**config.mk**
```make
export PLATFORM = sky130hd
export DESIGN_NAME = atten_device_flat
export DESIGN_NICKNAME = d
export VERILOG_FILES = /design/src/rtl/atten_pkg.sv /design/src/rtl/atten_if.sv /design/src/rtl/sync2.sv /design/src/rtl/atten_device.sv /design/src/flat_wrapper.sv
export SDC_FILE = /design/constraint.sdc
export NUM_CORES = 1
export LEC_CHECK = 0
export BUFFER_PORTS_ARGS = -buffer_cell sky130_fd_sc_hd__buf_4
export CORE_UTILIZATION = 53
export DETAILED_ROUTE_END_ITERATION = 10
export PLACE_DENSITY = 0.82
export SETUP_SLACK_MARGIN = 0.2
export SLEW_MARGIN = 20
export SYNTH_ARGS = -nofsm -noshare
export SYNTH_HDL_FRONTEND = slang
export SYNTH_SLANG_ARGS = --single-unit
```
**constraint.sdc**
```tcl
create_clock -name mclk -period 2 [get_ports mclk]
set_clock_uncertainty 0.1 [all_clocks]
set_input_delay 0.4 -clock mclk [delete_from_list [all_inputs] [get_ports mclk]]
set_output_delay 0.4 -clock mclk [all_outputs]
set_load 0.03 [all_outputs]
```
**src/rtl/atten_pkg.sv**
```systemverilog
// Constants and types shared by the attenuator control ends
package atten_pkg;
   // ****************************************************************
   // Word layout
   // ****************************************************************
   localparam int                ATTEN_W        = 5;
   localparam int                SHIFT_W        = 6;
   localparam int                START_BIT_POS  = 5;
   localparam int                BIT_8DB_POS    = 4;
   localparam int                BIT_4DB_POS    = 3;
   localparam int                BIT_2DB_POS    = 2;
   localparam int                BIT_1DB_POS    = 1;
   localparam int                BIT_HALF_POS   = 0;
   // ****************************************************************
   // Reset values
   // ****************************************************************
   localparam logic [4:0]        ATTEN_REF_LOSS = 5'h00;
   localparam logic [4:0]        ATTEN_8DB      = 5'h10;
   localparam logic [5:0]        SHIFT_RESET    = 6'h00;
   localparam logic [4:0]        ATTEN_RESET    = 5'h00;
   // ****************************************************************
   // Timing
   // ****************************************************************
   localparam int                MCLK_PERIOD_NS = 8;
   localparam int                SER_HALF_NS    = 64;
   localparam int                SER_HALF_CYC   = (SER_HALF_NS + MCLK_PERIOD_NS - 1) / MCLK_PERIOD_NS;
   localparam int                LE_PULSE_NS    = 64;
   localparam int                LE_PULSE_CYC   = (LE_PULSE_NS + MCLK_PERIOD_NS - 1) / MCLK_PERIOD_NS;
   localparam int                SWITCH_RATE_HZ = 25000;
   localparam int                SWITCH_GAP_CYC = (1000000000 / SWITCH_RATE_HZ + MCLK_PERIOD_NS - 1) / MCLK_PERIOD_NS;

   typedef enum logic [2:0] {
      CT_IDLE  = 3'b000,
      CT_PAR   = 3'b001,
      CT_SLOW  = 3'b010,
      CT_SHIGH = 3'b011,
      CT_LEHI  = 3'b100,
      CT_GAP   = 3'b101
   } ctrl_state_t;
endpackage : atten_pkg

```
**src/rtl/atten_if.sv**
```systemverilog
// Pin-level link between controller and attenuator
`timescale 1ns/100ps
`default_nettype none
interface atten_if;
   logic [4:0] atten_bits;
   logic       word_capture_strobe;
   logic       serial_data;
   logic       serial_clock;
   logic       serial_sel;
   logic       powerup_preset_select;

   modport device (
      input atten_bits, word_capture_strobe, serial_data, serial_clock,
            serial_sel, powerup_preset_select
   );
   modport controller (
      output atten_bits, word_capture_strobe, serial_data, serial_clock,
             serial_sel, powerup_preset_select
   );
endinterface : atten_if
`default_nettype wire

```
**src/rtl/sync2.sv**
```systemverilog
// Two-flop synchroniser for a bundle of level inputs
`timescale 1ns/100ps
`default_nettype none
module sync2 #(
   parameter int W = 1
) (
   // Clock and reset
   input  wire logic         mclk,
   input  wire logic         resetn,
   // Data
   input  wire logic [W-1:0] d,
   output logic      [W-1:0] q
);
   logic [W-1:0] meta_q;

   always_ff @(posedge mclk or negedge resetn) begin
      if (!resetn) begin
         meta_q <= '0;
         q      <= '0;
      end else begin
         meta_q <= d;
         q      <= meta_q;
      end
   end
endmodule : sync2
`default_nettype wire

```
**src/rtl/atten_device.sv**
```systemverilog
// Attenuator control logic: parallel, direct and serial paths
// Summary of operation
// - Select input low parallel, high serial
// - Five weighted bits 8,4,2,1,0.5 dB
// - Controller pulses strobe after changing bits
// - Strobe high makes parallel bits direct
// - Six-bit shift register behind transparent latch
// - Shifting ignores strobe level
// - Strobe high passes register, low holds
// - Controller loads word with strobe low; controller still holds strobe high while shifting if use_direct is set
// - Controller sends start bit as zero
// - Word sent most significant bit first
// - Data sampled on rising serial clock
// - Serial power-up loads parallel input bits
// - Parallel power-up, strobe low: preset select
// - Parallel power-up, strobe high: follow bits
// - Controller keeps changes under 25 kHz
`timescale 1ns/100ps
`default_nettype none
module atten_device
   import atten_pkg::*;
(
   // Clock and reset
   input  wire logic         mclk,
   input  wire logic         resetn,
   // Pins from the controller
   atten_if.device           pins,
   // Attenuator drive
   output logic [ATTEN_W-1:0] atten_state,
   output logic              start_bit_error
);
   // ****************************************************************
   // Input synchronisation
   // ****************************************************************
   logic [4:0] bits_s;
   logic       le_s;
   logic       sd_s;
   logic       sck_s;
   logic       ps_s;
   logic       pup_s;

   sync2 #(.W(10)) u_sync (
      .mclk   (mclk),
      .resetn (resetn),
      .d      ({pins.atten_bits, pins.word_capture_strobe,
                pins.serial_data, pins.serial_clock, pins.serial_sel,
                pins.powerup_preset_select}),
      .q      ({bits_s, le_s, sd_s, sck_s, ps_s, pup_s})
   );

   // ****************************************************************
   // Power-up sampling
   // ****************************************************************
   logic [2:0]          init_cnt_q;
   logic                init_done_q;
   logic [SHIFT_W-1:0]  shift_q;
   logic [SHIFT_W-1:0]  shift_d;
   logic                sck_d1_q;
   logic [ATTEN_W-1:0]  atten_q;
   logic [ATTEN_W-1:0]  atten_d;
   logic [ATTEN_W-1:0]  preset_val;
   wire                 sync_ready = (init_cnt_q == 3'h2);
   wire                 sck_rise   = sck_s & ~sck_d1_q;

   // Preset taken once the synchronisers hold pin levels
   assign preset_val = ps_s ? bits_s :
                       le_s ? bits_s :
                       (pup_s ? ATTEN_8DB : ATTEN_REF_LOSS);

   always_ff @(posedge mclk or negedge resetn) begin
      if (!resetn) begin
         init_cnt_q  <= 3'h0;
         init_done_q <= 1'b0;
      end else if (!init_done_q) begin
         init_cnt_q  <= init_cnt_q + 3'h1;
         init_done_q <= sync_ready;
      end
   end

   // ****************************************************************
   // Serial shift register
   // ****************************************************************
   assign shift_d = sck_rise ? {shift_q[SHIFT_W-2:0], sd_s}
                             : shift_q;

   always_ff @(posedge mclk or negedge resetn) begin
      if (!resetn) begin
         shift_q  <= SHIFT_RESET;
         sck_d1_q <= 1'b0;
      end else begin
         shift_q  <= init_done_q ? shift_d : SHIFT_RESET;
         sck_d1_q <= sck_s;
      end
   end

   // ****************************************************************
   // Attenuation latch
   // ****************************************************************
   always_comb begin
      atten_d = atten_q;
      if (!init_done_q) begin
         atten_d = sync_ready ? preset_val : atten_q;
      end else if (le_s) begin
         atten_d = ps_s ? shift_q[ATTEN_W-1:0]
                        : bits_s;
      end
   end

   always_ff @(posedge mclk or negedge resetn) begin
      if (!resetn) begin
         atten_q         <= ATTEN_RESET;
         start_bit_error <= 1'b0;
      end else begin
         atten_q         <= atten_d;
         start_bit_error <= init_done_q & ps_s & le_s
                            & shift_q[START_BIT_POS];
      end
   end

   assign atten_state = atten_q;
endmodule : atten_device
`default_nettype wire

```
**src/flat_wrapper.sv**
```systemverilog
// flat-port wrapper written by rule: the top's interface ports become plain ports
module atten_device_flat import atten_pkg::*;
  (mclk, resetn, atten_state, start_bit_error, pins_atten_bits, pins_word_capture_strobe, pins_serial_data, pins_serial_clock, pins_serial_sel, pins_powerup_preset_select);
  atten_if pins_i ();
  input  wire logic mclk;
  input  wire logic resetn;
  output logic [ATTEN_W-1:0] atten_state;
  output logic start_bit_error;
  input wire logic [$bits(pins_i.atten_bits)-1:0] pins_atten_bits;
  input wire logic [$bits(pins_i.word_capture_strobe)-1:0] pins_word_capture_strobe;
  input wire logic [$bits(pins_i.serial_data)-1:0] pins_serial_data;
  input wire logic [$bits(pins_i.serial_clock)-1:0] pins_serial_clock;
  input wire logic [$bits(pins_i.serial_sel)-1:0] pins_serial_sel;
  input wire logic [$bits(pins_i.powerup_preset_select)-1:0] pins_powerup_preset_select;
  assign pins_i.atten_bits = pins_atten_bits;
  assign pins_i.word_capture_strobe = pins_word_capture_strobe;
  assign pins_i.serial_data = pins_serial_data;
  assign pins_i.serial_clock = pins_serial_clock;
  assign pins_i.serial_sel = pins_serial_sel;
  assign pins_i.powerup_preset_select = pins_powerup_preset_select;
  atten_device u_core (.mclk(mclk), .resetn(resetn), .pins(pins_i), .atten_state(atten_state), .start_bit_error(start_bit_error));
endmodule
```
; After elaboration in Yosys (flattened, before gate mapping)
; Index checks and enable logic that the tools add are counted.
[totals]
latchBits = 0
memories = 0
register_bits = 37
mem_bits_ro = 0
word_cells = 29
mem_bits_rw = 0
[classes]
n_shift = 0
mul = 0
mux = 10
n_lt_le_gt_ge = 0
addsub = 1
bitwise = 5
n_eq_ne = 3
n_reduce_logical = 2
div_mod_pow = 0
[ops]
columns = operator, count
row1 = two-way mux 5 bit, 7
row2 = two-way mux 6 bit, 2
row3 = AND 1 bit, 4
row4 = != test 2 bit (second input constant), 2
row5 = adder 3 x 1 -> 3 bit (second input constant), 1
row6 = == test 3 x 2 -> 1 bit (second input constant), 1
row7 = AND reduction 2 bit, 1
row8 = nonzero test 2 bit, 1
row9 = two-way mux 1 bit, 1
row10 = NOT 1 bit, 1

; Depth between registers and ports, before layout
; Gate-level depths: netlist of the first run.
[logic_depth]
ltp_word = 5
mapped_depth = 5
depth_no_buf = 5

; Cells and area by module
; A second synthesis of the first run with hierarchy kept.
[hier_totals]
cells_unflattened = 90
hier_area_um2 = 1290.0
[modules_own_cells]
columns = mod, seq_area_each_um2, instances, area_each_um2, cells_each
row1 = atten_device, 425.4, 1, 789.5, 70
row2 = sync2, 500.5, 1, 500.5, 20

; Worst setup path after synthesis of the first run
; Ideal clock, no wire load.
[synth_timing]
path_type = reg2reg
from = register u_core.init_cnt_q[0]
to = register u_core.atten_q[0] (netlist: u_core.atten_state[0])
path_stages_with_launch = 6
setup_ns = 0.126
t_arrival_ns = 1.153
slack_ns = 0.621
t_required_ns = 1.774
n_path_buf = 0
cell_sequence = dfrtp_1 > inv_1 > ha_1 > nor3b_4 > o21ai_0 > o32a_1
[synth_via]
elab_chain_cells = 3
[synth_rtl]
columns = item, line
row1 = from (decl), atten_device.sv:54  ; logic [2:0] init_cnt_q;
row2 = from (signal assigned), atten_device.sv:75  ; init_cnt_q <= init_cnt_q + 3'h1;
row3 = == test 3 x 2 -> 1 bit, atten_device.sv:62  ; wire sync_ready = (init_cnt_q == 3'h2);
row4 = nonzero test 2 bit (no line), --
row5 = AND reduction 2 bit (no line), --
row6 = to (signal assigned), atten_device.sv:114  ; atten_q <= atten_d;
row7 = to (decl), atten_device.sv:59  ; logic [ATTEN_W-1:0] atten_q;
; No other way between the ends.
; A chain may end at the register's enable or synchronous reset.

; Worst setup path in the final report of the first run
[layout_timing]
from = register u_core.init_cnt_q[0]
to = register u_core.atten_q[2] (netlist: u_core.atten_state[2])
; Same word-level chain as after synthesis.

==> results of run 1 <==
cells by family after synthesis:
| kind of cell | after synthesis | synth area share, % |
|---|---|---|
| AOI/OAI and AO/OA | 13 | 7.28 |
| muxes | 8 | 5.97 |
| and+or+nand+nor | 24 | 11.4 |
| adders and majority gates | 2 | 1.87 |
| DFF | 37 | 69.0 |
| buffers and inverters | 8 | 3.17 |
| xor gates and xnor gates | 2 | 1.31 |
critical path, cell delays in order (launching register included):
cell and delay (ns):
dfrtp_1 0.42, inv_1 0.07, ha_1 0.17, nor3b_4 0.39
o21ai_0 0.15, o32a_1 0.20
final timing paths:
kind                       slack, ns  depth (start not counted)                 endpoint
setup / recovery                0.39                          5    u_core.atten_state[2]
hold / removal                  0.04                          1  u_core.u_sync.meta_q[4]
setup reg to reg                0.39                          5    u_core.atten_state[2]
hold reg to reg                 0.26                          0       u_core.u_sync.q[2]
max in group asynchronous       1.04                          2       u_core.init_done_q
min in group asynchronous       0.42                          2    u_core.atten_state[0]
cell usage after synthesis:
cell and instances:
or3_1 1, buf_2 4, o21bai_1 1, and3_1 4
inv_1 3, nand3_1 4, xnor2_1 2, dfrtp_1 37
nor3b_4 1, nor2_1 2, and2_1 1, a21o_1 1
o32a_1 4, a21oi_1 1, buf_6 1, ha_1 2
o21ai_0 4, nand2_1 2, o2bb2ai_1 2, nor2b_1 8
or3_4 1, mux2i_1 8
through the flow:
stage,std cells,setup WS (ns)
floorplan,94,0.621
global placement,134,0.385
detailed placement,134,0.275
CTS,143,0.263
global route,143,0.243
finish,143,0.390
flip-flops by register name (all words and copies together), names as in the netlist:
name                    cells
u_core.init_cnt_q           3
u_core.shift_q              6
u_core.init_done_q          1
u_core.u_sync.q            10
u_core.sck_d1_q             1
u_core.atten_state          5
u_core.start_bit_error      1
u_core.u_sync.meta_q       10
report_power, final:
part | internal (uW) | switching [uW]
logic | 98.6 | 110
registers | 832 | 58.6
clock network | 139 | 255
total | 1070 | 424
routing by layer:
layer / global-route usage, % / vias up / wire length (um)
met5: 0 / - / 0
met2: 28.7 / 18 / 940
met3: 6.09 / 8 / 81
met1: 22.1 / 384 / 899
met4: 14.5 / 0 / 68
li1: - / 360 / -
area by class of cell:
cell class,count,area [um^2]
fillers,179,753
flip-flops and latches,37,927
repair buffers,18,138
clock buffers,5,37.5
clock inverters,3,22.5
well taps,28,35.0
inverters,3,11.3
multi-input cells,49,373
timing repair:
action,4_1_cts,5_1_grt
endpoints found under the setup margin,0,3
resized for setup,0,1
hold endpoints to repair,37,0
hold buffers,1,0
==> results.json, run 1 <==
{
  "grt_pass1_vias": 787,
  "cts_buffers": 5,
  "core_um2": 2300,
  "antenna_found_initial": 0,
  "fin_util_pct": 67.2,
  "setup_viol": 0,
  "area_delta_synth_final_pct": 15.1,
  "finalPower_uw": 1490,
  "placed_cell_area_um2": 1470,
  "worstSetupPathType": "flip-flop to flip-flop",
  "diodes": 0,
  "synthCells": 94,
  "firstDrtPassIters": 4,
  "start_kind": "flip-flop",
  "critPathMaxFanout": 10,
  "cap_violations": 0,
  "drive_gt1_share_pct": 24.3,
  "dieArea_um2": 2740,
  "avgSynthCellArea_um2": 14.3,
  "globalRouteOverflowTotal": 0,
  "hold_start": "pins_word_capture_strobe",
  "hold_viol": 0,
  "startpoint": "u_core.init_cnt_q[0]",
  "cts_tree": "built",
  "syn_nets": 108,
  "cts.reportedPaths.clkPinSlew_ns": 0.11,
  "grt_pass1_wl_um": 3420,
  "ys.warnings.count": 0,
  "power.leakage_uw": 0.000712,
  "wirelength_um": 1990,
  "layout.nets": 128,
  "cts-root-buf": "clkbuf_4",
  "layout_common_cells": "dfrtp_1 (36), buf_4 (17), mux2i_1 (8), nor2b_1 (8), clkbuf_4 (5)",
  "power_density_nw_per_um2": 967,
  "htree_num_levels": 2,
  "grtUsageTotal_pct": 18.9,
  "crit_arrival_ns": 1.75,
  "pin_count": 18,
  "ys_seq_area_share_pct": 69.0,
  "rsz0062_at_grt": "false",
  "clk-insertion-delay-late_ns": 0.35,
  "start_util_pct": 58.4,
  "synth_top_area_cell": "dfrtp_1",
  "r2r-start": "u_core.init_cnt_q[0]",
  "fmax_mhz": 621,
  "drt_iter0_drc": 2,
  "required_ns": 2.14,
  "clock_path_buffers": 2,
  "die_y_um": 52.3,
  "dieWidth_um": 52.3,
  "place_congestion": 0.801,
  "fin_setup_tns_ns": 0,
  "drc": 0,
  "wire_per_inst_um": 13.9,
  "ant_nets": 0,
  "yosysTopAreaCellShare_pct": 69.0,
  "cts.sinks": 37,
  "maxSlewViolCount": 0,
  "period_minus_slack_ns": 1.61,
  "grt_max_degree": 38,
  "postCtsSetupBuffers": 0,
  "synth_seq_cells": 37,
  "ys_types": 22,
  "slew_headroom_pct": 57.8,
  "ir_worst_vdd_mv": 0.713,
  "netlist_area_um2": 1340,
  "design_area_um2": 1540,
  "cp-end-kind": "flip-flop",
  "num_rows": 17,
  "outcome": "completed",
  "vias": 770,
  "hp-class": "input pin to flip-flop",
  "via_per_inst": 5.38,
  "layout_commonest_cell": "dfrtp_1",
  "hpwlAfterDp_um": 1360,
  "final.period_utilization_pct": 80.5,
  "synth_area_leaders": "dfrtp_1 (69%), mux2i_1 (6.0%), nor2b_1 (3.7%)",
  "timing.hold.ws_ns": 0.0427,
  "worst-slew-pin-transition_ns": 0.631,
  "io_buffers": 17
}
No activity file was read; power rests on OpenSTA's default activity.
==> run 2: changes to the inputs <==
==> constraint.sdc (replaced) <==
create_clock -name mclk -period 1.5 [get_ports mclk]
set_clock_uncertainty 0.1 [all_clocks]
set_input_delay 0.3 -clock mclk [delete_from_list [all_inputs] [get_ports mclk]]
set_output_delay 0.3 -clock mclk [all_outputs]
set_load 0.03 [all_outputs]
==> run 2 against run 1 <==
Against the previous run:
- maximum frequency grew 7.9%
- global-route usage rose by 3.7 points
- count of clock-buffer cells in the layout unchanged
- clock power rose by 110%
- power is 60% higher
- hold slack improved by 0.21 ns
- critical path type unchanged
- largest cell class unchanged
- largest power group unchanged
==> results.json, run 2 (synthesis gave the netlist of run 1 again) <==
{
  "setup_viol": 0,
  "dieArea_um2": 2740,
  "via_per_inst": 5.31,
  "hpwlAfterDp_um": 1470,
  "layout_common_cells": "dfrtp_1 (37), buf_4 (23), dlygate4sd3_1 (11)",
  "start_util_pct": 58.4,
  "period_minus_slack_ns": 1.49,
  "outcome": "completed",
  "rsz0062_at_grt": "true",
  "drc": 0,
  "crit_arrival_ns": 1.62,
  "fill_cells": 131,
  "seqPwrFrac_pct": 49.9,
  "grt_pass1_vias": 910,
  "wirelength_um": 2530,
  "timing.hold.ws_ns": 0.258,
  "ir_worst_vdd_mv": 1.02,
  "io_buffers": 17,
  "vias": 887,
  "die_y_um": 52.3,
  "globalRouteOverflowTotal": 0,
  "place_congestion": 0.791,
  "clk-insertion-delay-late_ns": 0.34,
  "instances_no_fill": 167,
  "swShare_pct": 24.0,
  "required_ns": 1.63,
  "grtUsageTotal_pct": 22.7,
  "hold_viol": 0,
  "maxSlewViolCount": 0,
  "cts.reportedPaths.clkPinSlew_ns": 0.11,
  "area_delta_synth_final_pct": 36.3,
  "finalPower_uw": 2390,
  "clock_path_buffers": 2,
  "dp.cells": 138,
  "layout.nets": 152,
  "diodes": 0,
  "drive_gt1_share_pct": 31.7,
  "cts-root-buf": "clkbuf_4",
  "start_kind": "flip-flop",
  "htree_num_levels": 2,
  "firstDrtPassIters": 5,
  "antenna_found_initial": 0,
  "worst-slew-pin-transition_ns": 0.446,
  "num_rows": 17,
  "cp-end-kind": "flip-flop",
  "dieWidth_um": 52.3,
  "slew_headroom_pct": 70.3,
  "layout_commonest_cell": "dfrtp_1",
  "cts.sinks": 37,
  "core_um2": 2300,
  "cts_tree": "built",
  "clkPwrFrac_pct": 34.8,
  "power.switching_uw": 575,
  "power_density_nw_per_um2": 1310,
  "grt_max_degree": 38,
  "worstSetupPathType": "flip-flop to flip-flop",
  "fmax_mhz": 670,
  "cts_buffers": 5,
  "hp-class": "flip-flop to flip-flop",
  "final.period_utilization_pct": 99.5,
  "cap_violations": 0,
  "pin_count": 18,
  "drt_iter0_drc": 19,
  "comb_power_share_pct": 15.2,
  "ant_nets": 0,
  "p_int_uw": 1820,
  "fin_util_pct": 79.6,
  "power.leakage_uw": 0.000851,
  "critPathMaxFanout": 5,
  "reg_top3": "u_core.u_sync.meta_q (10), u_core.u_sync.q (10), u_core.shift_q (6)",
  "wire_per_inst_um": 15.1,
  "grt_pass1_wl_um": 4080
}
## run 2: cell type report
| cell class | count | area, um^2 | area share, % |
|---|---|---|---|
| sequential | 37 | 926 | 50.7 |
| multi-input combinational | 49 | 380 | 20.8 |
| timing repair buffer | 42 | 373 | 20.4 |
| clock inverter | 3 | 65.1 | 3.56 |
| clock buffer | 5 | 37.5 | 2.05 |
| tap | 28 | 35.0 | 1.92 |
| inverter | 3 | 11.3 | 0.616 |
## run 2: final timing paths
path	start	end	slack (ns)	cells after the start
worst max-delay path	u_core.init_cnt_q[1]	u_core.atten_state[3]	0.008	5
worst min-delay path	u_core.u_sync.meta_q[9]	u_core.u_sync.q[9]	0.26	0
worst max register to register	u_core.init_cnt_q[1]	u_core.atten_state[3]	0.008	5
worst min register to register	u_core.u_sync.meta_q[9]	u_core.u_sync.q[9]	0.26	0
max in group asynchronous	resetn	u_core.u_sync.q[1]	0.65	2
min in group asynchronous	resetn	u_core.atten_state[1]	0.34	2
## run 2: worst max-delay path: stages, from the launching register on
cell,delay [ns]
dfrtp_1,0.40
ha_2,0.19
nor3b_4,0.16
buf_6,0.13
buf_4,0.12
o32a_1,0.28
## run 2: power groups by stage
| stage | Combinational [uW] | Clock [uW] | Sequential, uW |
|---|---|---|---|
| after floorplan | 129 | 0 | 1230 |
| final | 365 | 834 | 1200 |
| after global placement | 281 | 0 | 1200 |
| after global routing | 392 | 901 | 1200 |
| after CTS | 347 | 855 | 1190 |
| after detailed placement | 291 | 0 | 1210 |
## run 2: layer usage
metal | vias up | share of wire, % | track usage [%]
met5 | - | 0 | 0
li1 | 415 | - | -
met1 | 439 | 41 | 24.8
met3 | 5 | 4.6 | 9.86
met2 | 28 | 52 | 37.3
met4 | 0 | 2.3 | 11.0
## run 2: what timing repair did
| item | in CTS | in global routing |
|---|---|---|
| setup buffers | 7 | 2 |
| endpoints found under the setup margin | 10 | 11 |
| resized for setup | 7 | 4 |
| pin swaps | 1 | 1 |
| hold buffers | 11 | 0 |
| gates cloned | 1 | 0 |
| hold endpoints to repair | 47 | 0 |
## run 2: per-stage QoR
| step | cell area (um^2) | worst slack (ns) | TNS, ns |
|---|---|---|---|
| CTS | 1800 | 0.0222 | 0 |
| detailed placement | 1500 | -0.0750 | -0.191 |
| global placement | 1500 | 0.0595 | 0 |
| floorplan | 1340 | 0.126 | 0 |
| global route | 1830 | -0.0376 | -0.135 |
| finish | 1830 | 0.00775 | 0 |
==> run 3: changes to the inputs <==
--- a/config.mk
+++ b/config.mk
@@ -6,11 +6,12 @@
 export NUM_CORES = 1
 export LEC_CHECK = 0
 export BUFFER_PORTS_ARGS = -buffer_cell sky130_fd_sc_hd__buf_4
-export CORE_UTILIZATION = 53
+export CORE_UTILIZATION = 40
 export DETAILED_ROUTE_END_ITERATION = 10
-export PLACE_DENSITY = 0.82
+export PLACE_DENSITY = 0.67
 export SETUP_SLACK_MARGIN = 0.2
 export SLEW_MARGIN = 20
 export SYNTH_ARGS = -nofsm -noshare
 export SYNTH_HDL_FRONTEND = slang
+export SYNTH_HIERARCHICAL = 1
 export SYNTH_SLANG_ARGS = --single-unit
==> run 3 against run 2 <==
Against the previous run:
- worst setup slack gained 0.18 ns
- via count fell by 12%
- first-iteration DRC count grew 37%
- critical path type unchanged
- count of clock-buffer cells in the layout stayed put
- non-clock buffer count fell by 5
- maximum frequency grew 14%
==> results.json, run 3 <==
{
  "cap_violations": 0,
  "synthCells": 90,
  "ys_types": 22,
  "path_buf_inv": 1,
  "instances_no_fill": 176,
  "cp-end-kind": "flip-flop",
  "grt_pass1_vias": 792,
  "firstDrtPassIters": 3,
  "ys.warnings.count": 6,
  "slowest_stage": "dfrtp_1",
  "diodes": 0,
  "cts.reportedPaths.clkPinSlew_ns": 0.10,
  "reg2regPathDepth": 5,
  "layout_commonest_cell": "dfrtp_1",
  "fmax_mhz": 763,
  "hp-class": "flip-flop to flip-flop",
  "worstSetupPathType": "flip-flop to flip-flop",
  "dieArea_um2": 3460,
  "slew_headroom_pct": 70.9,
  "synth_seq_cells": 37,
  "fin_util_pct": 58.6,
  "via_per_inst": 4.45,
  "rsz0062_at_grt": "true",
  "wirelength_um": 2030,
  "die_y_um": 58.8,
  "grtUsageTotal_pct": 13.8,
  "clk-insertion-delay-late_ns": 0.32,
  "synth_top_area_cell": "dfrtp_1",
  "grt_max_degree": 38,
  "layout_common_cells": "dfrtp_1 (36), buf_4 (20), nand2_1 (13)",
  "antenna_found_initial": 0,
  "start_kind": "flip-flop",
  "vias": 784,
  "drt_iter0_drc": 26,
  "hold_start": "u_core/u_sync/meta_q[5]",
  "async_flop_share_pct": 100,
  "cts.sinks": 37,
  "slowest_delay_ns": 0.39,
  "synth_enable_flop_cells": 0,
  "power_density_nw_per_um2": 1130,
  "cts-root-buf": "clkbuf_4",
  "drc": 0,
  "ant_nets": 0,
  "critPathMaxFanout": 5,
  "maxSlewViolCount": 0,
  "cts_tree": "built",
  "synth_area_leaders": "dfrtp_1 (72%), nand2_1 (4.1%), o2bb2ai_1 (4.1%)",
  "start_util_pct": 42.3,
  "syn_nets": 104,
  "netlist_top_cells_count": "dfrtp_1 (37), nand2_1 (14), a21boi_0 (6), o2bb2ai_1 (6), mux2i_1 (5)",
  "io_buffers": 17,
  "place_congestion": 0.686,
  "core_um2": 3050,
  "cpLargestDelayFamily": "flip-flops",
  "fin_setup_tns_ns": 0,
  "area_delta_synth_final_pct": 38.7,
  "final.period_utilization_pct": 87.4,
  "min_to": "u_core/u_sync/q[5]",
  "clock_path_buffers": 2,
  "pin_count": 18,
  "htree_num_levels": 2,
  "hpwlAfterDp_um": 1200,
  "r2r-end": "u_core/atten_state[1]",
  "synth.most_common_cell": "dfrtp_1",
  "setup_viol": 0,
  "grt_pass1_wl_um": 3390,
  "crit_arrival_ns": 1.43,
  "dieWidth_um": 58.8,
  "ir_worst_vdd_mv": 0.633,
  "r2r-start": "u_core/init_cnt_q[0]",
  "outcome": "completed",
  "r2r_setup_slack_ns": 0.19,
  "dp.cells": 150,
  "hold_path_depth": 0,
  "yosysTopAreaCellShare_pct": 71.8,
  "period_minus_slack_ns": 1.31,
  "ys.flop_type": "dfrtp_1",
  "wire_per_inst_um": 11.5,
  "timing.hold.ws_ns": 0.256,
  "hold_viol": 0,
  "ys_seq_area_share_pct": 71.8,
  "cts_buffers": 5,
  "num_rows": 20,
  "globalRouteOverflowTotal": 0,
  "layout.nets": 146,
  "cp_cell_sequence": "inv_1, ha_2, nor3b_4, nor2_4, o2bb2ai_2",
  "reg_top3": "u_core/u_sync/meta_q (10), u_core/u_sync/q (10), u_core/shift_q (6)",
  "netlist_area_um2": 1290,
  "required_ns": 1.62,
  "avgSynthCellArea_um2": 14.3,
  "power.leakage_uw": 0.000817,
  "drive_gt1_share_pct": 34.8,
  "worst-slew-pin-transition_ns": 0.437
}
[run 3: final cells by class]
type	instances	area, um^2
multi-input cells	50	403
clock buffers	5	37.5
fillers	268	1260
repair buffers	37	328
clock inverters	2	35.0
well taps	44	55.1
flip-flops and latches	37	927
inverters	1	3.75
[run 3: worst max path at each step]
| stage | slack [ns] | from | end | cells past startpoint |
|---|---|---|---|---|
| after floorplan | 0.23 | u_core/init_cnt_q[0] | u_core/atten_state[0] | 5 |
| after global routing | 0.11 | u_core/init_cnt_q[0] | u_core/atten_state[1] | 5 |
| final | 0.19 | u_core/init_cnt_q[0] | u_core/atten_state[1] | 5 |
| after detailed placement | 0.10 | u_core/init_cnt_q[0] | u_core/atten_state[1] | 5 |
| after global placement | 0.13 | u_core/init_done_q | u_core/atten_state[0] | 3 |
| after CTS | 0.20 | u_core/atten_state[3] | atten_state[3] | 1 |
[run 3: cells by family (layout without fill, tap and decap cells)]
| group | Yosys count | in the layout | synth area share (%) |
|---|---|---|---|
| DFF | 37 | 37 | 71.8 |
| and+or+nand+nor | 25 | 25 | 10.1 |
| AOI/OAI and AO/OA | 16 | 16 | 9.41 |
| muxes | 5 | 5 | 3.88 |
| buffers and inverters | 3 | 45 | 1.55 |
| adders and majority gates | 2 | 2 | 1.94 |
| xor gates and xnor gates | 2 | 2 | 1.36 |
[run 3: worst reg2reg max path, cell delays in order, from the launching register on]
cell and delay [ns]:
dfrtp_1 0.39, inv_1 0.07, ha_2 0.17, nor3b_4 0.26, nor2_4 0.09, o2bb2ai_2 0.13
[run 3: per-stage QoR]
stage	total power [uW]	setup slack [ns]	cell area, um^2
6_report	2030	0.189	1790
5_1_grt	2120	0.111	1790
4_1_cts	2020	0.200	1710
3_5_place_dp	1330	0.101	1460
3_3_place_gp	1330	0.125	1460
2_1_floorplan	1230	0.226	1290
[run 3: report_power, final]
| part | leakage, uW | switching, uW | internal [uW] |
|---|---|---|---|
| registers | 0.000440 | 50.1 | 1070 |
| clock network | 0.0000410 | 290 | 339 |
| logic | 0.000336 | 127 | 146 |
[run 3: layer usage]
layer	up-vias	part of all wire, %	global-route usage [%]
met2	17	48	20.5
met3	5	3.9	6.59
li1	388	-	-
met1	374	46	17.0
met5	-	0	0
met4	0	1.8	6.12
[run 3: repair_timing]
| action | CTS | global route |
|---|---|---|
| resized for setup | 4 | 15 |
| hold endpoints to repair | 47 | 0 |
| hold buffers | 11 | 0 |
| endpoints found under the setup margin | 9 | 16 |
| pin swaps | 2 | 6 |
| setup buffers | 6 | 2 |
